## src/core/lst_pkg.sv

```systemverilog
// Package of constants for the logic self-test sequencer
package lst_pkg;
    // Register byte offsets (word aligned)
    localparam logic [31:0] LST_DIV_OFF = 32'hFFFFE108;
    localparam logic [31:0] LST_CTRL_OFF = 32'hFFFFE100;
    localparam logic [31:0] LST_TOUT_OFF = 32'hFFFFE104;
    localparam logic [31:0] LST_STAT_OFF = 32'hFFFFE10C;
    localparam logic [31:0] LST_IRQEN_OFF = 32'hFFFFE110;
    localparam logic [31:0] LST_IRQCLR_OFF = 32'hFFFFE114;
    localparam logic [31:0] LST_FAILIV_OFF = 32'hFFFFE118;
    // Control fields
    localparam int LST_CTRL_EN_BIT = 0;
    localparam int LST_CTRL_RESTART_BIT = 1;
    localparam int LST_CTRL_CNT_LSB = 8;
    localparam int LST_CNT_W = 5;
    // Status fields
    localparam int LST_ST_DONE_BIT = 0;
    localparam int LST_ST_FAIL_BIT = 1;
    localparam int LST_ST_TOUT_BIT = 2;
    localparam int LST_ST_W = 3;
    // Divider field
    localparam int LST_DIV_W = 3;
    // Engine timing
    localparam int LST_IV_CYCLES = 1365;
    localparam int LST_MAX_IV = 24;
    localparam logic [31:0] LST_TOUT_RESET = 32'h0000FFFF;
    localparam int LST_RST_CYCLES = 8;
    // Sequencer states
    typedef enum logic [3:0] {
        LST_IDLE = 4'h1,
        LST_RUN = 4'h2,
        LST_RST = 4'h4,
        LST_WAIT = 4'h8
    } lst_state_t;
endpackage

```

## src/core/lst_engine.sv

```systemverilog
// Deterministic test engine stand-in: runs one interval on enable pulses
`timescale 1ns/1ps
module lst_engine import lst_pkg::*; #(
    parameter int IV_CYCLES = LST_IV_CYCLES
) (
    // Clock and reset
    input wire logic pclk,
    input wire logic presetn,
    // Interval control
    input wire logic tick,
    input wire logic start,
    input wire logic sig_ok,
    output logic iv_done,
    output logic iv_fail
);
    localparam int CW = $clog2(IV_CYCLES + 1);
    logic [CW-1:0] cnt_q, cnt_d;
    logic busy_q, busy_d;
    logic done_q, done_d;
    logic fail_q, fail_d;

    // Counts self-test clock ticks of one interval, then compares signature
    always_comb begin
        cnt_d = cnt_q;
        busy_d = busy_q;
        done_d = 1'b0;
        fail_d = 1'b0;
        if (start) begin
            busy_d = 1'b1;
            cnt_d = '0;
        end else if (busy_q && tick) begin
            if (cnt_q == CW'(IV_CYCLES - 1)) begin
                busy_d = 1'b0;
                done_d = 1'b1;
                fail_d = ~sig_ok;
            end else begin
                cnt_d = cnt_q + CW'(1);
            end
        end
    end

    always_ff @(posedge pclk or negedge presetn) begin
        if (!presetn) begin
            cnt_q <= '0;
            busy_q <= 1'b0;
            done_q <= 1'b0;
            fail_q <= 1'b0;
        end else begin
            cnt_q <= cnt_d;
            busy_q <= busy_d;
            done_q <= done_d;
            fail_q <= fail_d;
        end
    end

    assign iv_done = done_q;
    assign iv_fail = fail_q;
endmodule

```

## src/core/lst_seq.sv

```systemverilog
// Logic self-test sequencer top with APB registers
// Functional notes
// - Cores are tested by driving a deterministic logic test engine.
// - A run is split into intervals and software picks how many run.
// - A run may cover the whole test or only a few intervals.
// - A run resumes after the last interval or restarts at the first.
// - The cores under test are isolated from the system during a run.
// - The number of a failing interval is recorded for software.
// - A programmable timeout ends the run and flags failure.
// - A run ends with a processor reset; software reads status after.
// - The test clock is the core clock divided by the divider register value plus one.
// - Each interval is 1365 test clock cycles, up to 24 intervals.
// - The divide ratio field selects any ratio from 1 to 8.
// - The delayed core clock is divided by the same ratio in a run.
`timescale 1ns/1ps
module lst_seq import lst_pkg::*; #(
    parameter int IV_CYCLES = LST_IV_CYCLES,
    parameter int MAX_IV = LST_MAX_IV
) (
    // APB slave
    input wire logic pclk,
    input wire logic presetn,
    input wire logic psel,
    input wire logic penable,
    input wire logic pwrite,
    input wire logic [31:0] paddr,
    input wire logic [31:0] pwdata,
    output logic [31:0] prdata,
    output logic pready,
    output logic pslverr,
    // Engine signature result from the cores
    input wire logic sig_ok_pin,
    // Core side controls
    output logic core_isolate,
    output logic core_clk_en,
    output logic delayed_clk_en,
    output logic cpu_reset,
    // Interrupt
    output logic irq
);
    localparam int IW = $clog2(MAX_IV + 1);

    lst_state_t st_q, st_d;
    logic en_q, en_d;
    logic restart_q, restart_d;
    logic [LST_CNT_W-1:0] cnt_q, cnt_d;
    logic [31:0] tout_q, tout_d;
    logic [LST_DIV_W-1:0] div_q, div_d;
    logic [LST_DIV_W-1:0] dcnt_q, dcnt_d;
    logic tick_q, tick_d;
    logic [31:0] tcnt_q, tcnt_d;
    logic [IW-1:0] next_iv_q, next_iv_d;
    logic [IW-1:0] run_left_q, run_left_d;
    logic [IW-1:0] fail_iv_q, fail_iv_d;
    logic [LST_ST_W-1:0] stat_q, stat_d;
    logic [LST_ST_W-1:0] irqen_q, irqen_d;
    logic [3:0] rcnt_q, rcnt_d;
    logic start_q, start_d;
    logic [31:0] prdata_q, prdata_d;
    logic pready_q, pready_d;
    logic pslverr_q, pslverr_d;
    logic irq_q, irq_d;
    logic sig_s1_q, sig_s2_q;
    logic iv_done, iv_fail;
    logic wr, rd, hit;
    logic [LST_ST_W-1:0] set_ev, clr_ev;

    // Pin synchroniser for the signature result
    always_ff @(posedge pclk or negedge presetn) begin
        if (!presetn) begin
            sig_s1_q <= 1'b0;
            sig_s2_q <= 1'b0;
        end else begin
            sig_s1_q <= sig_ok_pin;
            sig_s2_q <= sig_s1_q;
        end
    end

    // Test engine doing the actual pattern work
    lst_engine #(.IV_CYCLES(IV_CYCLES)) i_lst_engine (
        .pclk(pclk),
        .presetn(presetn),
        .tick(tick_q),
        .start(start_q),
        .sig_ok(sig_s2_q),
        .iv_done(iv_done),
        .iv_fail(iv_fail)
    );

    // APB: reads fetched on the first access edge, writes land on the edge
    // that shows pready, so nothing commits before the master sees it
    assign wr = psel && penable && pwrite && pready_q;
    assign rd = psel && penable && !pwrite && !pready_q;
    always_comb begin
        hit = 1'b1;
        unique case (paddr)
            LST_CTRL_OFF, LST_TOUT_OFF, LST_DIV_OFF, LST_STAT_OFF,
            LST_IRQEN_OFF, LST_IRQCLR_OFF, LST_FAILIV_OFF: hit = 1'b1;
            default: hit = 1'b0;
        endcase
    end

    // Register file and bus answer
    always_comb begin
        en_d = en_q;
        restart_d = restart_q;
        cnt_d = cnt_q;
        tout_d = tout_q;
        div_d = div_q;
        irqen_d = irqen_q;
        clr_ev = '0;
        prdata_d = prdata_q;
        pready_d = psel && penable && !pready_q;
        pslverr_d = psel && penable && !pready_q && !hit;
        if (wr && st_q == LST_IDLE) begin
            unique case (paddr)
                LST_CTRL_OFF: begin
                    en_d = pwdata[LST_CTRL_EN_BIT];
                    restart_d = pwdata[LST_CTRL_RESTART_BIT];
                    cnt_d = pwdata[LST_CTRL_CNT_LSB +: LST_CNT_W];
                end
                LST_TOUT_OFF: tout_d = pwdata;
                LST_DIV_OFF: div_d = pwdata[LST_DIV_W-1:0];
                default: ;
            endcase
        end
        if (wr) begin
            if (paddr == LST_IRQEN_OFF) irqen_d = pwdata[LST_ST_W-1:0];
            if (paddr == LST_IRQCLR_OFF) clr_ev = pwdata[LST_ST_W-1:0];
        end
        if (rd) begin
            prdata_d = '0;
            unique case (paddr)
                LST_CTRL_OFF: begin
                    prdata_d[LST_CTRL_EN_BIT] = en_q;
                    prdata_d[LST_CTRL_RESTART_BIT] = restart_q;
                    prdata_d[LST_CTRL_CNT_LSB +: LST_CNT_W] = cnt_q;
                end
                LST_TOUT_OFF: prdata_d = tout_q;
                LST_DIV_OFF: prdata_d[LST_DIV_W-1:0] = div_q;
                LST_STAT_OFF: prdata_d[LST_ST_W-1:0] = stat_q;
                LST_IRQEN_OFF: prdata_d[LST_ST_W-1:0] = irqen_q;
                LST_FAILIV_OFF: prdata_d[IW-1:0] = fail_iv_q;
                default: ;
            endcase
        end
        if (st_q == LST_RST) begin
            en_d = 1'b0;
        end
    end

    // Divided self-test clock enable: ratio field value plus one
    // Counts from the entry edge, so the first test period is not stretched
    always_comb begin
        dcnt_d = dcnt_q;
        tick_d = 1'b0;
        if (st_d == LST_RUN) begin
            if (dcnt_q == div_q) begin
                dcnt_d = '0;
                tick_d = 1'b1;
            end else begin
                dcnt_d = dcnt_q + LST_DIV_W'(1);
            end
        end else begin
            dcnt_d = '0;
        end
    end

    // Run sequencing, timeout and failure capture
    always_comb begin
        st_d = st_q;
        tcnt_d = tcnt_q;
        next_iv_d = next_iv_q;
        run_left_d = run_left_q;
        fail_iv_d = fail_iv_q;
        rcnt_d = rcnt_q;
        start_d = 1'b0;
        set_ev = '0;
        unique case (st_q)
            LST_IDLE: begin
                if (en_q) begin
                    st_d = LST_RUN;
                    tcnt_d = '0;
                    run_left_d = (cnt_q == '0) ? IW'(MAX_IV) : IW'(cnt_q);
                    if (restart_q || next_iv_q >= IW'(MAX_IV)) begin
                        next_iv_d = '0;
                    end
                    start_d = 1'b1;
                end
            end
            LST_RUN: begin
                tcnt_d = tcnt_q + 32'h00000001;
                if (tcnt_q >= tout_q) begin
                    set_ev[LST_ST_TOUT_BIT] = 1'b1;
                    set_ev[LST_ST_FAIL_BIT] = 1'b1;
                    st_d = LST_RST;
                end else if (iv_done) begin
                    next_iv_d = next_iv_q + IW'(1);
                    run_left_d = run_left_q - IW'(1);
                    if (iv_fail) begin
                        fail_iv_d = next_iv_q + IW'(1);
                        set_ev[LST_ST_FAIL_BIT] = 1'b1;
                        st_d = LST_RST;
                    end else if (run_left_q == IW'(1) ||
                                 next_iv_q == IW'(MAX_IV - 1)) begin
                        set_ev[LST_ST_DONE_BIT] = 1'b1;
                        st_d = LST_RST;
                    end else begin
                        start_d = 1'b1;
                    end
                end
            end
            LST_RST: begin
                rcnt_d = '0;
                st_d = LST_WAIT;
            end
            LST_WAIT: begin
                rcnt_d = rcnt_q + 4'h1;
                if (rcnt_q == 4'(LST_RST_CYCLES - 1)) begin
                    st_d = LST_IDLE;
                end
            end
            default: st_d = LST_IDLE;
        endcase
        // Set beats clear so no event is lost
        stat_d = (stat_q & ~clr_ev) | set_ev;
        irq_d = |(stat_d & irqen_q);
    end

    // State and register flops; status is not touched by cpu_reset
    always_ff @(posedge pclk or negedge presetn) begin
        if (!presetn) begin
            st_q <= LST_IDLE;
            en_q <= 1'b0;
            restart_q <= 1'b0;
            cnt_q <= '0;
            tout_q <= LST_TOUT_RESET;
            div_q <= '0;
            dcnt_q <= '0;
            tick_q <= 1'b0;
            tcnt_q <= '0;
            next_iv_q <= '0;
            run_left_q <= '0;
            fail_iv_q <= '0;
            stat_q <= '0;
            irqen_q <= '0;
            rcnt_q <= '0;
            start_q <= 1'b0;
            prdata_q <= '0;
            pready_q <= 1'b0;
            pslverr_q <= 1'b0;
            irq_q <= 1'b0;
        end else begin
            st_q <= st_d;
            en_q <= en_d;
            restart_q <= restart_d;
            cnt_q <= cnt_d;
            tout_q <= tout_d;
            div_q <= div_d;
            dcnt_q <= dcnt_d;
            tick_q <= tick_d;
            tcnt_q <= tcnt_d;
            next_iv_q <= next_iv_d;
            run_left_q <= run_left_d;
            fail_iv_q <= fail_iv_d;
            stat_q <= stat_d;
            irqen_q <= irqen_d;
            rcnt_q <= rcnt_d;
            start_q <= start_d;
            prdata_q <= prdata_d;
            pready_q <= pready_d;
            pslverr_q <= pslverr_d;
            irq_q <= irq_d;
        end
    end

    // Core side outputs, all registered
    logic iso_q, cen_q, rst_q;
    always_ff @(posedge pclk or negedge presetn) begin
        if (!presetn) begin
            iso_q <= 1'b0;
            cen_q <= 1'b1;
            rst_q <= 1'b0;
        end else begin
            iso_q <= (st_d == LST_RUN);
            // Both core clock trees gated by one divided enable
            cen_q <= (st_d == LST_RUN) ? tick_d : 1'b1;
            rst_q <= (st_d == LST_RST) || (st_d == LST_WAIT);
        end
    end

    assign core_isolate = iso_q;
    assign core_clk_en = cen_q;
    assign delayed_clk_en = cen_q;
    assign cpu_reset = rst_q;
    assign prdata = prdata_q;
    assign pready = pready_q;
    assign pslverr = pslverr_q;
    assign irq = irq_q;
endmodule

```

## config.mk

```make
export PLATFORM = sky130hd
export DESIGN_NAME = lst_seq
export DESIGN_NICKNAME = d
export VERILOG_FILES = /design/src/core/lst_pkg.sv /design/src/core/lst_engine.sv /design/src/core/lst_seq.sv
export SDC_FILE = /design/constraint.sdc
export NUM_CORES = 1
export LEC_CHECK = 0
export ABC_AREA = 1
export ABC_CLOCK_PERIOD_IN_PS = 4640
export BUFFER_PORTS_ARGS = -buffer_cell sky130_fd_sc_hd__buf_2
export CAP_MARGIN = 20
export CORE_UTILIZATION = 50
export CTS_CLUSTER_DIAMETER = 120
export DETAILED_ROUTE_END_ITERATION = 6
export HOLD_SLACK_MARGIN = 0.1
export PLACE_DENSITY_LB_ADDON = 0.25
export SLEW_MARGIN = 20
export SYNTH_ARGS = -nofsm -noshare
export SYNTH_HDL_FRONTEND = slang
export SYNTH_SLANG_ARGS = --single-unit
```

## constraint.sdc

```tcl
create_clock -name pclk -period 4.64 [get_ports pclk]
set_input_delay 0.464 -clock pclk [delete_from_list [all_inputs] [get_ports pclk]]
set_output_delay 0.464 -clock pclk [all_outputs]
set_load 0.005 [all_outputs]
```

# Word level (Yosys, flattened, before mapping)
# Index checks and enable logic that the tools add are counted.
[classes] addsub=6 order_cmp=2 n_eq_ne=24 muxes=63 n_bitwise=6 n_reduce_logical=35
[op_table] operator="32-bit == test, second input constant" count=7
[op_table] operator="32-bit case mux with 2 select lines" count=1
[op_table] operator="5-bit 2-to-1 mux" count=8
[op_table] operator="11-bit 2-to-1 mux" count=3
[op_table] operator="32-bit by 1-bit adder with 32-bit output, second input constant" count=1
[op_table] operator="32-bit >= comparator" count=1
[op_table] operator="32-bit 2-to-1 mux" count=1
[op_table] operator="5-bit case mux with 2 select lines" count=3
[op_table] operator="1-bit 2-to-1 mux" count=27
[op_table] operator="4-bit 2-to-1 mux" count=6
[op_table] operator="19-bit 2-to-1 mux" count=1
[op_table] operator="3-bit 2-to-1 mux" count=6
[op_table] operator="4-bit case mux with 4 select lines" count=1
[op_table] operator="2-bit AND reduction" count=8
[op_table] operator="4-bit by 3-bit == test with 1-bit output, second input constant" count=3
[op_table] operator="2-bit case mux with 6 select lines" count=1
[op_table] operator="2-bit nonzero test" count=6
[op_table] operator="11-bit by 1-bit adder with 11-bit output, second input constant" count=1
[op_table] operator="11-bit == test, second input constant" count=1
[op_table] operator="1-bit logical AND" count=9
[op_table] operator="4-bit by 2-bit == test with 1-bit output, second input constant" count=2
[op_table] operator="4-bit == test, second input constant" count=2
[op_table] operator="4-bit case mux with 2 select lines" count=1
[op_table] operator="4-bit AND reduction" count=2
[op_table] operator="25 further kinds" count=34
[word_totals] register_bits=162 input_bits=70 out_inout_bits=39 elab_cells=165

# Depth between registers and ports, before layout
[logic_depth] ltp_word=10 depth_mapped=17 depth_no_buf=17

# Cells and area by module
# A second synthesis with hierarchy kept.
[hier_totals] hier_cells=1075 area_unflattened_um2=8891.0
[by_module_without_submodules] module="lst_seq" n_inst=1 cells_each=965 area_per_inst_um2=8071.5 seq_area_each_um2=3726.1
[by_module_without_submodules] module="lst_engine" n_inst=1 cells_each=110 area_per_inst_um2=819.5 seq_area_each_um2=350.3

# Least setup slack after synthesis
# Ideal clock, no wire load.
[synth_path] path_type="flip-flop to flip-flop" startpoint="reg tout_q[7]" endpoint="reg next_iv_q[2]" setup_ns=0.117 arrival_ns=1.902 required_time_ns=4.523 slack_ns=2.621 path_stages_with_launch=17 n_path_buf=0 synth_period_minus_slack_ns=2.019 path_cell_list="dfstp_2 inv_1 ha_1 nand2_1 inv_1 nand2_1 nand2_1 nor2_1 nand2_1 nand2_1 nand2_1 nand2_1 nand3_1 nand2_1 nand3_1 nand2_1 nand2_1"
[synth_via] elab_chain_cells=3
[synth_rtl] item="start: declaration" line_no="lst_seq.sv:47" rtl="logic [31:0] tout_q, tout_d;"
[synth_rtl] item="start signal: assignment" line_no="lst_seq.sv:258" rtl="tout_q <= tout_d;"
[synth_rtl] item="32-bit >= comparator" line_no="lst_seq.sv:193" rtl="if (tcnt_q >= tout_q) begin"
[synth_rtl] item="2-bit inequality test (no source line)"
[synth_rtl] item="5-bit AND reduction (no source line)"
[synth_rtl] item="end signal: assignment" line_no="lst_seq.sv:263" rtl="next_iv_q <= next_iv_d;"
[synth_rtl] item="end: declaration" line_no="lst_seq.sv:52" rtl="logic [IW-1:0] next_iv_q, next_iv_d;"
# Every way passes these cells.
# A chain may end at the register's enable or synchronous reset.

# Worst setup path after layout
[layout_path] startpoint="reg tout_q[7]" endpoint="reg next_iv_q[1]"
# Same word-level chain as after synthesis.

==> run_results.csv <==
group,metric,value,unit
status,run_status,"complete, no violations",
die,row_count,48,
route,dr_total_vias,7175,
pwr,swShare,21.0,%
synth,synthTopCellsByArea,"dfrtp_1 41%, nand2_1 11%, ha_1 5.7%",
synth,async_reset_ff_share,100,%
synth,synthDistinctLibCells,52,
final_layout,drive_gt1_share,18.9,%
hold_path,hp-class,"in -> async",
route,drc,0,
final_layout,fin_cells,1373,
critical_path,r2r-start,"tout_q[7]$_DFFE_PN1P_",
critical_path,r2r-end,"next_iv_q[1]$_DFFE_PN0P_",
final_layout,layout.area.seq,4080,um^2
die,start_util,50.9,%
die,coreArea,17200,um^2
final_layout,multi_input_comb_area,4060,um^2
pwr,p_sw,621,uW
pwr,p_int,2330,uW
pwr,p_comb_share,3.2,%
cts,postCtsHoldBufs,0,
global_route,grt_max_degree,94,
synth,avgSynthCellArea,8.55,um^2
route,wirelength,19.7,mm
route,drt-initial-drc-count,441,
critical_path,worstPathRequired,4950,ps
synth,synth_largest_area_cell,"dfrtp_1",
critical_path,cp.arrival,2840,ps
route,wl_per_cell,14.3,um
critical_path,cp-start-kind,"flop",
die,fp.dieH,134,um
pwr,ir_drop,0.000270,V
global_route,grt_pass1_vias,6859,
final_layout,num_antenna_cells,0,
sta,clock_skew,8.93,ps
pwr,powerDensity,291,nW/um^2
sta,finalHoldViolations,0,
critical_path,worstPathCellList,"inv_1 -> ha_1 -> nand2_1 -> inv_1 -> nand2_1 -> nor2_1 -> nor2_1 -> nand2_1 -> nand2_1 -> nand2_1 -> nand2_1 -> nand3_1 -> nand2_1 -> nand3_1 -> nand2_1 -> nand2_1",
synth,synth_nets,1136,
sta,worstMarginPinSlew,851,ps
global_route,grt_overflow_total,0,
pwr,p_clk_share,48.6,%
synth,syn_area,8770,um^2
final_layout,final.fill_count,1489,
sta,rsz0062_at_grt,"no",
cts,cts_tree,"yes",
sta,relSlewSlack,43.3,%
synth,synth-edff-count,0,
cts,cts.sinks,162,
synth,synth_commonest_cells,"262 x nand2_1, 144 x dfrtp_1, 133 x inv_1",
pwr,p_leak,0.00510,uW
pwr,sequentialPowerShare,48.1,%
route,ant_nets,0,
critical_path,path_common_cell,"nand2_1",
die,die_w,134,um
cts,root_buffer,"clkbuf_16",
critical_path,crit_path_max_incr_delay,540,ps
critical_path,timing.critical_path.buf_inv,2,
synth,synthCells,1026,
final_layout,area_delta_synth_final,15.5,%
global_route,antenna_found_initial,0,
critical_path,r2r_cells,16,
synth,ys_seq_elements,162,
critical_path,crit_slowest_cell,"dfstp_2",
synth,synth.most_common_cell,"nand2_1",
place,gp_congestion,0.927,
synth,synth_top_area_share,41.1,%
critical_path,r2r_setup_slack,2110,ps
final_layout,nets,1245,
route,viasPerCell,5.23,
critical_path,criticalPathCategory,"reg -> reg",
cts,cts_buffer_depth,2,
cts,clock_latency,420,ps
sta,clock.fmax,395,MHz
place,dpl.hpwl,14.3,mm
place,port_buffers,108,
sta,drv_slew,0,
sta,setup_tns,0,ps
global_route,grt.total_usage,23.3,%
flow_run,drv_cap,0,
sta,period_share,54.6,%
critical_path,crit_family,"simple AND/OR/NAND/NOR gates",
critical_path,worstSetupEndpointType,"flop",
cts,path_clk_slew,60,ps
critical_path,cp_max_fo,6,
route,firstDrtPassIters,5,
die,ios,109,
place,dp.cells,1341,
cts,cts_made_buffers,17,
cts,cts_resized,0,
synth,synthFlopType,"dfrtp_1",
cts,cts_max_level,4,
cts,post_cts_buffers,0,
die,dieArea,18100,um^2
synth,synth-seq-area-share,46.5,%
synth,synth_warnings,0,
sta,report.final.setup_viol,0,
sta,min_period,2530,ps
global_route,grt_pass1_wl,33.2,mm
[metal layers]
metal / vias up / wire (um) / track usage, %
met5: - / 0 / 0
met4: 0 / 380 / 7.62
met3: 30 / 739 / 4.62
met2: 165 / 9200 / 37.5
met1: 3371 / 9370 / 31.6
li1: 3609 / - / -
[stage by stage]
| stage | util [%] | hold slack (ps) | total power [uW] | instance area [um^2] | setup slack [ps] |
|---|---|---|---|---|---|
| final | 58.8 | 109 | 2950 | 10100 | 2110 |
| after global routing | 58.8 | 121 | 3050 | 10100 | 1860 |
| after CTS | 58.8 | 127 | 2990 | 10100 | 2100 |
| after detailed placement | 55.2 | 335 | 1540 | 9510 | 1850 |
| after global placement | 55.2 | 333 | 1540 | 9510 | 1900 |
| after floorplan | - | 168 | 1470 | 8770 | 2620 |
[power groups by stage]
| stage | clock network, uW | logic (uW) | registers (uW) |
|---|---|---|---|
| after floorplan | 0 | 23.2 | 1450 |
| after CTS | 1470 | 97.5 | 1420 |
| after global placement | 0 | 95.6 | 1450 |
| after global routing | 1520 | 108 | 1420 |
| after detailed placement | 0 | 96.6 | 1450 |
| final | 1440 | 95.1 | 1420 |
[layout by cell type, fill, tap and decap left out, types with 24 or more instances in the layout]
| master | netlist | layout |
|---|---|---|
| a21oi_1 | 33 | 33 |
| buf_2 | 9 | 107 |
| dfrtp_1 | 144 | 144 |
| ha_1 | 40 | 40 |
| inv_1 | 133 | 133 |
| mux2_4 | 24 | 24 |
| nand2_1 | 262 | 261 |
| nand3_1 | 40 | 40 |
| nand4_1 | 30 | 30 |
| nor2_1 | 69 | 69 |
| nor3_1 | 25 | 25 |
| o21ai_0 | 63 | 63 |
| o31ai_1 | 28 | 28 |
[registers in the layout (all words and copies together) (netlist names), 3 cells and up]
signal,cells
fail_iv_q,5
dcnt_q,3
rcnt_q,4
tout_q,32
tcnt_q,32
div_q,3
prdata,32
next_iv_q,5
cnt_q,5
irqen_q,3
st_q,4
i_lst_engine.cnt_q,11
run_left_q,5
stat_q,3
[cell type report]
cell class	instances	share of cell area (%)
Tap cell	225	2.78
Clock buffer	25	5.09
Multi-Input combinational cell	702	40.0
Sequential cell	162	40.2
Inverter	139	5.15
Clock inverter	7	0.963
Timing Repair Buffer	113	5.77
[worst reg2reg max path, cell delays in order, from the launching register on]
cell	delay [ps]
dfstp_2	540
inv_1	60
ha_1	310
nand2_1	80
inv_1	50
nand2_1	70
nor2_1	50
nor2_1	70
nand2_1	90
nand2_1	70
nand2_1	60
nand2_1	220
nand3_1	140
nand2_1	200
nand3_1	240
nand2_1	130
nand2_1	60
[kinds of logic (layout without fill, tap and decap cells)]
family | after synthesis | after routing | share of synthesized area [%]
multiplexers | 30 | 30 | 4.82
flip-flops | 162 | 162 | 46.5
adder cells (fa/ha/maj) | 40 | 40 | 5.70
XOR/XNOR | 16 | 16 | 1.60
AND/OR/NAND/NOR | 465 | 465 | 23.9
buffers and inverters | 162 | 284 | 7.40
AO/OA/AOI/OAI | 151 | 151 | 10.1
[worst max-delay path by stage]
stage	start	endpoint	slack [ps]	cells after the start
detailed placement	paddr[9]	tout_q[23]$_DFFE_PN0P_	1850	11
CTS	st_q[0]$_DFF_PN1_	tcnt_q[1]$_DFFE_PN0P_	2100	8
global route	tout_q[5]$_DFFE_PN1P_	next_iv_q[1]$_DFFE_PN0P_	1860	16
finish	tout_q[7]$_DFFE_PN1P_	next_iv_q[1]$_DFFE_PN0P_	2110	16
floorplan	tout_q[7]$_DFFE_PN1P_	next_iv_q[2]$_DFFE_PN0P_	2620	16
global placement	paddr[30]	tout_q[25]$_DFFE_PN0P_	1900	9
Note: power is estimated with default switching activity, not from simulation.
